### src/hw/rse_consts.vh
// Constants of the receive descriptor status encoder.
// Assumes inclusion by bare name from the encoder design file of the block.
//
// Behaviour
// - Page cross at last queue slot: 0000, discard
// - Never write 0000 into a middle part
// - 0001: page filled, first or middle only
// - 0010: last data unit of the header
// - 0011: page cross together with header end
// - 0100: normal end, no breakpoint
// - 0101: normal end after burst boundary
// - 0110: normal end reaching copied-frame threshold
// - 0111: normal end after service opportunity event
// - 1000: no data space, sort mode off
// - 1001: no header space, sort mode on
// - 1010: header copied, no info copied
// - 1011: header copied, info space ran out
// - 1100: indicate FIFO overrun during copy
// - 1101: bad length or bad check sequence
// - 1110: parity error, only with flow bit
// - 1111: internal receive fault, software resets
// - Tag 10 first, 00 middle, 01 last, 11 only
`ifndef RSE_CONSTS_VH
`define RSE_CONSTS_VH

// Register byte offsets
`define RSE_OFF_CTRL      8'h00
`define RSE_OFF_THRESH    8'h04
`define RSE_OFF_STAT      8'h08
`define RSE_OFF_CNT_BASE  8'h10
`define RSE_OFF_CNT_LAST  8'h1C

// Control fields
`define RSE_CTRL_EN       0
`define RSE_CTRL_SORT     1
`define RSE_CTRL_FLOW     2
`define RSE_CTRL_RST      3'h0

// Status register fields and threshold reset value
`define RSE_STAT_FAULT    8
`define RSE_THRESH_RST    8'h00

// Status codes of the indicate status field
`define RSE_IS_LAST_PC    4'h0
`define RSE_IS_PC         4'h1
`define RSE_IS_HDR        4'h2
`define RSE_IS_PC_HDR     4'h3
`define RSE_IS_NORM       4'h4
`define RSE_IS_BURST      4'h5
`define RSE_IS_THRESH     4'h6
`define RSE_IS_SVC        4'h7
`define RSE_IS_NO_DATA    4'h8
`define RSE_IS_NO_HDR     4'h9
`define RSE_IS_NO_INFO    4'hA
`define RSE_IS_PART_INFO  4'hB
`define RSE_IS_OVERRUN    4'hC
`define RSE_IS_BAD_FRAME  4'hD
`define RSE_IS_PARITY     4'hE
`define RSE_IS_INTERNAL   4'hF

// First/last tags
`define RSE_FL_FIRST      2'h2
`define RSE_FL_MIDDLE     2'h0
`define RSE_FL_LAST       2'h1
`define RSE_FL_ONLY       2'h3

`endif

### src/hw/rse_status_encoder.v
// Receive descriptor status encoder with its APB register file.
// Assumes the receive path offers one data unit event at a time, each
// with its flags, and that the descriptor writer takes one descriptor
// word with valid/ready. Everything runs on i_clk.
//
// Added by the designer: the APB slave port and the address map.
`timescale 1ns/10ps
`include "rse_consts.vh"
module rse_status_encoder
#(
  parameter CNT_W = 16,   // Width of per-class counters
  parameter THR_W = 8     // Width of the copied-frame threshold
)
(
  // Clock and reset
  input  wire        i_clk,
  input  wire        i_arst_n,
  // APB
  input  wire        i_psel,
  input  wire        i_penable,
  input  wire        i_pwrite,
  input  wire [7:0]  i_paddr,
  input  wire [31:0] i_pwdata,
  output wire [31:0] o_prdata,
  output wire        o_pready,
  output wire        o_pslverr,
  // Data unit events from the receive path
  input  wire        i_unit_valid,
  output wire        o_unit_ready,
  input  wire        i_frame_end,
  input  wire        i_page_cross,
  input  wire        i_header_end,
  input  wire        i_queue_last,
  // Copy abort causes
  input  wire        i_no_data_space,
  input  wire        i_no_hdr_space,
  input  wire        i_no_info_space,
  input  wire        i_info_copied,
  // Frame errors
  input  wire        i_fifo_overrun,
  input  wire        i_bad_frame,
  input  wire        i_parity_err,
  input  wire        i_hw_fault,
  // Breakpoint events, one-cycle pulses
  input  wire        i_burst_evt,
  input  wire        i_token_evt,
  input  wire        i_mac_reset_event,
  input  wire        i_mac_frame_evt,
  input  wire        i_ringop_evt,
  // Descriptor write
  output wire        o_desc_valid,
  input  wire        i_desc_ready,
  output wire [3:0]  o_desc_status,
  output wire [1:0]  o_desc_fl
);

  ////////////////////////////////////////////////////////////////////////
  // Frame tracking states
  localparam [1:0] ST_IDLE    = 2'b00;  // Next unit opens a frame
  localparam [1:0] ST_FRAME   = 2'b01;  // Inside a frame
  localparam [1:0] ST_DISCARD = 2'b10;  // Dropping rest of a frame

  reg  [1:0]       state_reg;       // Frame tracking state
  reg  [1:0]       state_next;
  reg  [2:0]       ctrl_reg;        // Enable, sort mode, flow bit
  reg  [THR_W-1:0] thresh_reg;      // Copied-frame limit, 0 = off
  reg  [THR_W-1:0] fcnt_reg;        // Normal-end frames since hit
  reg  [THR_W-1:0] fcnt_next;
  reg              burst_pend_reg;  // Burst boundary seen
  reg              svc_pend_reg;    // Service opportunity seen
  reg              fault_reg;       // Sticky internal fault
  reg              dvalid_reg;      // Descriptor pending
  reg  [3:0]       status_reg;      // Status of pending descriptor
  reg  [1:0]       fl_reg;          // Tag of pending descriptor
  reg  [3:0]       last_st_reg;     // Last status handed over
  reg  [1:0]       last_fl_reg;     // Last tag handed over
  reg  [3:0]       code;            // Status for the offered unit
  reg  [1:0]       tag;             // Tag for the offered unit
  reg              ends;            // Unit closes the descriptor chain
  reg              norm_end;        // Unit is a normal frame end
  reg              cause_bad;       // Non-end unit with no cause

  wire             en_w;            // Block enabled
  wire             sort_w;          // Header/info sort mode
  wire             flow_w;          // Parity flow-through bit
  wire             accept;          // Unit taken this cycle
  wire             emit;            // Accepted unit yields a descriptor
  wire             handed;          // Descriptor taken by the writer
  wire             first_unit;      // Unit opens a frame
  wire             svc_evt;         // Any service opportunity event
  wire             bad_state;       // Illegal tracking state
  wire             fault_now;       // Fault to report on this unit
  wire             thr_hit;         // Threshold reached by this frame
  wire             wr_stb;          // APB write strobe
  wire             hit;             // Address decodes
  reg  [31:0]      rdata;           // Read mux
  wire [CNT_W-1:0] cnt [0:3];       // Per-class counts

  assign en_w   = ctrl_reg[`RSE_CTRL_EN];
  assign sort_w = ctrl_reg[`RSE_CTRL_SORT];
  assign flow_w = ctrl_reg[`RSE_CTRL_FLOW];

  ////////////////////////////////////////////////////////////////////////
  // Handshakes: one slot of output, refilled in the cycle it drains
  assign o_unit_ready = en_w & (~dvalid_reg | i_desc_ready);
  assign accept       = i_unit_valid & o_unit_ready;
  assign emit         = accept & (state_reg != ST_DISCARD);
  assign handed       = dvalid_reg & i_desc_ready;
  assign first_unit   = (state_reg == ST_IDLE);
  assign svc_evt      = i_token_evt | i_mac_reset_event |
                        i_mac_frame_evt | i_ringop_evt;
  assign bad_state    = (state_reg == 2'b11);
  assign fault_now    = fault_reg | i_hw_fault | bad_state;

  // Threshold counts normal-end frames, hits on the limit itself
  assign thr_hit = (thresh_reg != {THR_W{1'b0}}) &&
                   (fcnt_reg + {{(THR_W-1){1'b0}}, 1'b1} == thresh_reg);

  ////////////////////////////////////////////////////////////////////////
  // Status code selection; errors outrank aborts, aborts outrank
  // breakpoints so the host never keeps a damaged frame
  always @*
  begin
    code      = `RSE_IS_NORM;
    ends      = i_frame_end;
    norm_end  = 1'b0;
    cause_bad = 1'b0;
    if (fault_now)
    begin
      code = `RSE_IS_INTERNAL;
      ends = 1'b1;
    end
    else if (!i_frame_end)
    begin
      if (i_page_cross && i_queue_last)
      begin
        code = `RSE_IS_LAST_PC;
        ends = 1'b1;
      end
      else if (i_page_cross && i_header_end)
        code = `RSE_IS_PC_HDR;
      else if (i_page_cross)
        code = `RSE_IS_PC;
      else if (i_header_end)
        code = `RSE_IS_HDR;
      else
      begin
        // A non-end unit without cause means the path is broken
        code      = `RSE_IS_INTERNAL;
        ends      = 1'b1;
        cause_bad = 1'b1;
      end
    end
    else if (i_parity_err && flow_w)
      code = `RSE_IS_PARITY;
    else if (i_bad_frame)
      code = `RSE_IS_BAD_FRAME;
    else if (i_fifo_overrun)
      code = `RSE_IS_OVERRUN;
    else if (sort_w && i_no_hdr_space)
      code = `RSE_IS_NO_HDR;
    else if (sort_w && i_no_info_space && !i_info_copied)
      code = `RSE_IS_NO_INFO;
    else if (sort_w && i_no_info_space)
      code = `RSE_IS_PART_INFO;
    else if (!sort_w && i_no_data_space)
      code = `RSE_IS_NO_DATA;
    else
    begin
      norm_end = 1'b1;
      if (svc_pend_reg || svc_evt)
        code = `RSE_IS_SVC;
      else if (thr_hit)
        code = `RSE_IS_THRESH;
      else if (burst_pend_reg || i_burst_evt)
        code = `RSE_IS_BURST;
      else
        code = `RSE_IS_NORM;
    end
  end

  ////////////////////////////////////////////////////////////////////////
  // Part tag from frame position; a chain-ending unit is never middle
  always @*
  begin
    case ({first_unit, ends})
      2'b10:   tag = `RSE_FL_FIRST;
      2'b11:   tag = `RSE_FL_ONLY;
      2'b01:   tag = `RSE_FL_LAST;
      default: tag = `RSE_FL_MIDDLE;
    endcase
  end

  ////////////////////////////////////////////////////////////////////////
  // Frame tracking; rest of a frame cut short is consumed silently
  always @*
  begin
    state_next = state_reg;
    if (accept)
    begin
      case (state_reg)
        ST_IDLE,
        ST_FRAME:
          if (i_frame_end)
            state_next = ST_IDLE;
          else if (ends)
            state_next = ST_DISCARD;
          else
            state_next = ST_FRAME;
        ST_DISCARD:
          if (i_frame_end)
            state_next = ST_IDLE;
        default:
          state_next = ST_IDLE;
      endcase
    end
    else if (bad_state)
      state_next = ST_IDLE;
  end

  // Threshold count restarts on each hit
  always @*
  begin
    fcnt_next = fcnt_reg;
    if (emit && norm_end && !fault_now)
    begin
      if (thr_hit)
        fcnt_next = {THR_W{1'b0}};
      else
        fcnt_next = fcnt_reg + {{(THR_W-1){1'b0}}, 1'b1};
    end
  end

  ////////////////////////////////////////////////////////////////////////
  // Descriptor slot: status and tag leave together in one word
  always @(posedge i_clk or negedge i_arst_n)
  begin
    if (!i_arst_n)
    begin
      dvalid_reg <= 1'b0;
      status_reg <= 4'h0;
      fl_reg     <= 2'h0;
    end
    else if (emit)
    begin
      dvalid_reg <= 1'b1;
      status_reg <= code;
      fl_reg     <= tag;
    end
    else if (handed)
      dvalid_reg <= 1'b0;
  end

  // Tracking state, threshold count and last handed descriptor
  always @(posedge i_clk or negedge i_arst_n)
  begin
    if (!i_arst_n)
    begin
      state_reg   <= ST_IDLE;
      fcnt_reg    <= {THR_W{1'b0}};
      last_st_reg <= 4'h0;
      last_fl_reg <= 2'h0;
    end
    else
    begin
      state_reg <= state_next;
      fcnt_reg  <= fcnt_next;
      if (handed)
      begin
        last_st_reg <= status_reg;
        last_fl_reg <= fl_reg;
      end
    end
  end

  ////////////////////////////////////////////////////////////////////////
  // Pending breakpoints: a new event in the consuming cycle survives
  always @(posedge i_clk or negedge i_arst_n)
  begin
    if (!i_arst_n)
    begin
      burst_pend_reg <= 1'b0;
      svc_pend_reg   <= 1'b0;
    end
    else
    begin
      if (i_burst_evt)
        burst_pend_reg <= 1'b1;
      else if (emit && norm_end && !fault_now)
        burst_pend_reg <= 1'b0;
      if (svc_evt)
        svc_pend_reg <= 1'b1;
      else if (emit && norm_end && !fault_now)
        svc_pend_reg <= 1'b0;
    end
  end

  ////////////////////////////////////////////////////////////////////////
  // Sticky fault; only a reset truly recovers, so the flag keeps
  // marking every descriptor until software clears it
  always @(posedge i_clk or negedge i_arst_n)
  begin
    if (!i_arst_n)
      fault_reg <= 1'b0;
    else if (i_hw_fault || bad_state || (accept && cause_bad))
      fault_reg <= 1'b1;
    else if (wr_stb && i_paddr == `RSE_OFF_STAT &&
             i_pwdata[`RSE_STAT_FAULT])
      fault_reg <= 1'b0;
  end

  ////////////////////////////////////////////////////////////////////////
  // Software registers
  always @(posedge i_clk or negedge i_arst_n)
  begin
    if (!i_arst_n)
    begin
      ctrl_reg   <= `RSE_CTRL_RST;
      thresh_reg <= `RSE_THRESH_RST;
    end
    else if (wr_stb)
    begin
      if (i_paddr == `RSE_OFF_CTRL)
        ctrl_reg <= i_pwdata[2:0];
      if (i_paddr == `RSE_OFF_THRESH)
        thresh_reg <= i_pwdata[THR_W-1:0];
    end
  end

  // Decode: word-aligned only
  assign hit = (i_paddr == `RSE_OFF_CTRL) ||
               (i_paddr == `RSE_OFF_THRESH) ||
               (i_paddr == `RSE_OFF_STAT) ||
               ((i_paddr >= `RSE_OFF_CNT_BASE) &&
                (i_paddr <= `RSE_OFF_CNT_LAST) &&
                (i_paddr[1:0] == 2'b00));

  // Read mux
  always @*
  begin
    rdata = 32'h00000000;
    case (i_paddr)
      `RSE_OFF_CTRL:   rdata[2:0] = ctrl_reg;
      `RSE_OFF_THRESH: rdata[THR_W-1:0] = thresh_reg;
      `RSE_OFF_STAT:
      begin
        rdata[3:0]              = last_st_reg;
        rdata[5:4]              = last_fl_reg;
        rdata[`RSE_STAT_FAULT]  = fault_reg;
        rdata[13:12]            = state_reg;
        rdata[16]               = dvalid_reg;
      end
      default:
        if (i_paddr >= `RSE_OFF_CNT_BASE)
          rdata[CNT_W-1:0] = cnt[i_paddr[3:2]];
    endcase
  end

  ////////////////////////////////////////////////////////////////////////
  // APB front end
  rse_apb_slave u_apb
  (
    .i_clk     (i_clk),
    .i_arst_n  (i_arst_n),
    .i_psel    (i_psel),
    .i_penable (i_penable),
    .i_pwrite  (i_pwrite),
    .i_paddr   (i_paddr),
    .o_prdata  (o_prdata),
    .o_pready  (o_pready),
    .o_pslverr (o_pslverr),
    .i_hit     (hit),
    .i_rdata   (rdata),
    .o_wr_stb  (wr_stb)
  );

  ////////////////////////////////////////////////////////////////////////
  // One counter per status class (code bits 3:2); any write to a
  // counter word clears all four, so software reads a clean snapshot
  genvar g;
  generate
    for (g = 0; g < 4; g = g + 1)
    begin : g_cnt
      rse_evt_counter #(.W(CNT_W)) u_cnt
      (
        .i_clk    (i_clk),
        .i_arst_n (i_arst_n),
        .i_inc    (handed && (status_reg[3:2] == g)),
        .i_clr    (wr_stb && (i_paddr >= `RSE_OFF_CNT_BASE)),
        .o_count  (cnt[g])
      );
    end
  endgenerate

  // Outputs from the descriptor slot
  assign o_desc_valid  = dvalid_reg;
  assign o_desc_status = status_reg;
  assign o_desc_fl     = fl_reg;

endmodule

### src/hw/rse_evt_counter.v
// Event counter for one descriptor class.
// Assumes a one-cycle increment pulse and a synchronous clear.
`timescale 1ns/10ps
module rse_evt_counter
#(
  parameter W = 16
)
(
  // Clock and reset
  input  wire         i_clk,
  input  wire         i_arst_n,
  // Control
  input  wire         i_inc,
  input  wire         i_clr,
  // Count
  output wire [W-1:0] o_count
);

  reg [W-1:0] cnt_reg;  // Running count, wraps

  ////////////////////////////////////////////////////////////////////////
  // Clear wins, so a clear always leaves a known zero
  always @(posedge i_clk or negedge i_arst_n)
  begin
    if (!i_arst_n)
      cnt_reg <= {W{1'b0}};
    else if (i_clr)
      cnt_reg <= {W{1'b0}};
    else if (i_inc)
      cnt_reg <= cnt_reg + {{(W-1){1'b0}}, 1'b1};
  end

  assign o_count = cnt_reg;

endmodule

### src/hw/rse_apb_slave.v
// APB slave front end: one wait state, registered read data.
// Assumes the register file supplies read data for the decoded index.
`timescale 1ns/10ps
module rse_apb_slave
(
  // Clock and reset
  input  wire        i_clk,
  input  wire        i_arst_n,
  // APB
  input  wire        i_psel,
  input  wire        i_penable,
  input  wire        i_pwrite,
  input  wire [7:0]  i_paddr,
  output wire [31:0] o_prdata,
  output wire        o_pready,
  output wire        o_pslverr,
  // Register file side
  input  wire        i_hit,
  input  wire [31:0] i_rdata,
  output wire        o_wr_stb
);

  reg        ack_reg;     // Second access cycle
  reg [31:0] rdata_reg;   // Read data held for the master
  wire       first_acc;   // First access cycle

  assign first_acc = i_psel & i_penable & ~ack_reg;

  ////////////////////////////////////////////////////////////////////////
  // Wait state gives time to register read data from the mux
  always @(posedge i_clk or negedge i_arst_n)
  begin
    if (!i_arst_n)
    begin
      ack_reg   <= 1'b0;
      rdata_reg <= 32'h00000000;
    end
    else
    begin
      ack_reg <= first_acc;
      if (first_acc)
        rdata_reg <= (i_hit && !i_pwrite) ? i_rdata : 32'h00000000;
    end
  end

  assign o_pready  = ack_reg;
  assign o_pslverr = ack_reg & ~i_hit;  // Unmapped address
  assign o_prdata  = rdata_reg;
  assign o_wr_stb  = ack_reg & i_psel & i_penable & i_pwrite & i_hit;

endmodule

### config.mk
export PLATFORM = sky130hd
export DESIGN_NAME = rse_status_encoder
export DESIGN_NICKNAME = d
export VERILOG_FILES = /design/src/hw/rse_status_encoder.v /design/src/hw/rse_evt_counter.v /design/src/hw/rse_apb_slave.v
export VERILOG_INCLUDE_DIRS = /design/src /design/src/hw
export SDC_FILE = /design/constraint.sdc
export NUM_CORES = 1
export LEC_CHECK = 0
export BUFFER_PORTS_ARGS = -buffer_cell sky130_fd_sc_hd__buf_2
export CELL_PAD_IN_SITES_DETAIL_PLACEMENT = 1
export CELL_PAD_IN_SITES_GLOBAL_PLACEMENT = 1
export CORE_MARGIN = 4
export CORE_UTILIZATION = 40
export DETAILED_ROUTE_END_ITERATION = 8
export GPL_TIMING_DRIVEN = 0
export PLACE_DENSITY = 0.75
export SKIP_CTS_REPAIR_TIMING = 1
export SYNTH_ARGS = -nofsm -noshare
export SYNTH_HDL_FRONTEND = slang
export SYNTH_SLANG_ARGS = --single-unit
### constraint.sdc
create_clock -name i_clk -period 2.8 [get_ports i_clk]
set_input_delay 0.42 -clock i_clk [delete_from_list [all_inputs] [get_ports i_clk]]
set_output_delay 0.42 -clock i_clk [all_outputs]
set_load 0.02 [all_outputs]
==> impl_results.md <==
- Result of the run: finished clean
- Number of filler instances in the final layout: 1830
- Max_slew headroom: 44.1%
- Die span in y: 135 um
- Violation count after the first detailed-route iteration: 274
- Yosys cell types: 52
- Transition at the pin with the smallest max-transition slack: 0.832 ns
- Type of element launching the critical path: flop
- Synth area leader: dfrtp_1
- Detailed-routing iteration count for the pre-antenna-repair pass: 4
- Areal power density over the cells: 501 nW/um^2
- Endpoint arrival time on the critical path: 2.76 ns
- Max clock buf depth: 2
- Worst setup skew after layout: 0.0100 ns
- Achievable clock frequency: 0.416 GHz
- Non-filler cells in the finished layout: 965
- Number of flops mapped to enable cells by yosys: 0
- Crit-path cells: ha_1, nand2_1, or3_1, o211ai_1, and4b_1, buf_6, nor2_2, mux2_2
- Maximum number of pins on one net before global-route repair: 68
- Total congestion overflow: 0
- Diodes inserted: 0
- Fraction of layout instances using a drive strength above 1: 21.5%
- Die Area: 18200 um^2
- Total number of nets in the final design: 808
- Area growth from synthesis to layout: 18.7%
- Critical Path End Type: flop
- Time the final worst path needs with I/O delays and setup: 2.40 ns
- Initial Utilization: 40.6%
- Crit-path slowest cell: dfrtp_1
- Clock-pin transition on the worst setup and hold timing paths: 0.06 ns
- # clock sinks: 119
- Max VDD drop: 0.000454 V
- Sequential fraction of the synthesis area: 46.3%
- Mean instance size in the synthesized netlist: 10.1 um^2
- Via total after detailed routing: 5164
- Residual antenna-violating net count after detailed routing: 0
- Number of buffers created by CTS: 17
- Root buffer selected by CTS: clkbuf_16
- R2R cell count: 8
- Pre-CTS setup slack: 0.0735 ns
- Mean number of vias per cell: 5.35
- Overall routed net length: 18600 um
- Type of the worst setup path: reg2reg
- Syn Inst Count: 639
- Post-synthesis sequential element count: 119
- Hold crit path type: in2reg
- Hold path cells: 2
- Number of buffers inserted by port buffering: 65
- Latest clock arrival within the worst-skew pair: 0.42 ns
- Count of synthesis-stage warnings from yosys: 0
- Area of the core: 15800 um^2
- Synth Flop Type: dfrtp_1
- Number of H-tree branching levels: 4
- Maxcap violations: 0
- Last weighted congestion value of the routability-driven placer: 0.883
- Number of buffers and inverters on the critical path: 1
- Number of flip-flops under the largest register name: 64
- Worst Path Required: 3.16 ns
- Worst path max stage delay: 0.45 ns
- Share of flip-flops with an asynchronous set or reset: 100%
- Drc violations: 0
- Total of endpoints with negative setup slack in the final report: 0
- Total global routing track utilization: 21.5%
- Synthesized cell area: 6430 um^2
- Leak Pwr: 0.00360 uW
- Unrepaired setup endpoints after global routing: no
- Share of the synthesized area in the top cell type: 46.3%
- Hold violation total from the final report: 0
- Detail-routed net length per standard cell: 19.3 um
- FP Rows: 46
- Worst-path maximum fanout: 10
- Cell Count Post-Placement: 935
- Number of antenna violations at the first check in global routing: 0
- Vias in the first global route: 5636
- Top post-synthesis cells by area: dfrtp_1 46%, mux4_2 5.6%, xor2_1 5.0%
- Post-Route Utilization: 48.2%
- Final slew viol count: 0
- Largest delay contributor family on the critical path: simple AND/OR/NAND/NOR gates
- Period utilisation layout: 85.8%
- Crit path depth: 8
- Num ports: 106
- Setup slack of the critical path after layout: 0.396 ns
- Clock tree from TritonCTS: yes
- Global-route wire length before repair: 30200 um
- Estimated wirelength of the detail-placed design: 14100 um
- X dimension of the die: 135 um
==> path summary, 6_finish.rpt <==
path / from / endpoint / slack, ns
max: fcnt_reg[0] / fcnt_reg[0] / 0.40
min reg2reg: burst_pend_reg / burst_pend_reg / 0.48
max reg2reg: fcnt_reg[0] / fcnt_reg[0] / 0.40
max in group asynchronous: i_arst_n / last_st_reg[1] / 1.55
min: i_burst_evt / burst_pend_reg / 0.19
min in group asynchronous: i_arst_n / o_desc_status[2] / 0.53
==> synthesized netlist by cell type, types with 3 or more instances <==
cell type  count
a21o_1         4
a21oi_1       13
a22o_1         9
a22oi_1        6
a32o_1        10
and3_1        15
and4_1         7
and4b_1        3
buf_2         10
buf_4         16
clkbuf_1      12
dfrtp_1      119
ha_1           5
inv_1          5
mux2_2        21
mux2i_1        4
mux4_2        16
nand2_1       70
nand2b_1       7
nand3_1       26
nand4_1       12
nor2_1        82
nor2b_1        7
nor3_1        14
nor4_1         6
o211ai_1       4
o21ai_0       29
o21ai_1        4
o22ai_1        3
or3_1         10
xnor2_1       26
xor2_1        37
==> worst register-to-register path, stage by stage (launching register included) <==
cell and delay (ns):
dfrtp_1 0.45, ha_1 0.35, nand2_1 0.16, or3_1 0.38, o211ai_1 0.10, and4b_1 0.23, buf_6 0.14, nor2_2 0.30
mux2_2 0.23
==> cell usage in the layout, fill, tap and decap left out, types with 3 or more instances in the layout <==
master and n:
o211ai_1 4, nand4_1 12, and3_1 15, inv_1 5, a21o_1 4, nand2b_1 7, buf_2 74, nor2_1 82
xnor2_1 26, mux2_2 21, nor3_1 14, clkbuf_8 3, clkinv_2 5, nor2b_1 7, o21ai_1 4, buf_4 16
conb_1 15, a22oi_1 6, or3_1 10, xor2_1 37, a21oi_1 13, a32o_1 10, and4_1 7, nand3_1 26
nand2_1 70, clkbuf_16 17, ha_1 5, a22o_1 9, mux4_2 16, clkbuf_1 16, mux2i_1 4, nor4_1 6
o21ai_0 29, o22ai_1 3, and4b_1 3, dfrtp_1 119
==> per-stage QoR <==
| stage | setup TNS [ns] | power, uW | hold slack [ns] | cell area [um^2] |
|---|---|---|---|---|
| 2_1_floorplan | 0 | 1840 | 0.124 | 6480 |
| 3_3_place_gp | -22.30 | 1930 | 0.463 | 7070 |
| 3_5_place_dp | 0 | 1940 | 0.403 | 7110 |
| 4_1_cts | 0 | 3860 | -0.0446 | 7610 |
| 5_1_grt | 0 | 3980 | 0.188 | 7620 |
| 6_report | 0 | 3820 | 0.194 | 7620 |
==> cell type report <==
type	instances	area, um^2	area share, %
clock inverter	5	25.0	0.328
sequential	119	2980	39.1
inverter	5	18.8	0.246
timing repair buffer	67	369	4.84
multi-input combinational	489	3250	42.6
tap	216	270	3.54
clock buffer	24	482	6.32
buffer	40	230	3.02
==> power breakdown <==
part           internal [uW]  leakage, uW  switching, uW
Combinational           63.2      0.00170            121
Clock                   1170     0.000255            741
Sequential              1720      0.00165           1.21
Total                   2960      0.00360            863
==> cells by family (layout without fill, tap and decap cells) <==
family / after synthesis / after routing / synth area share [%]
AND/OR/NAND/NOR: 273 / 273 / 20.7
flip-flops: 119 / 119 / 46.3
AO/OA/AOI/OAI: 92 / 92 / 9.58
XOR/XNOR: 63 / 63 / 8.59
buffers and inverters: 45 / 141 / 3.87
multiplexers: 41 / 41 / 9.91
adder cells (fa/ha/maj): 5 / 5 / 0.974
other: 1 / 15 / 0.0584
==> metal layers <==
layer  share of wire (%)  vias to the layer above  track usage [%]
met5                   0                        -                0
met4                 1.2                        0             5.43
met3                 3.9                       14             4.55
met2                  53                       81             38.5
met1                  42                     2612             26.5
li1                    -                     2457                -
Power figures use the tool's default switching activity.
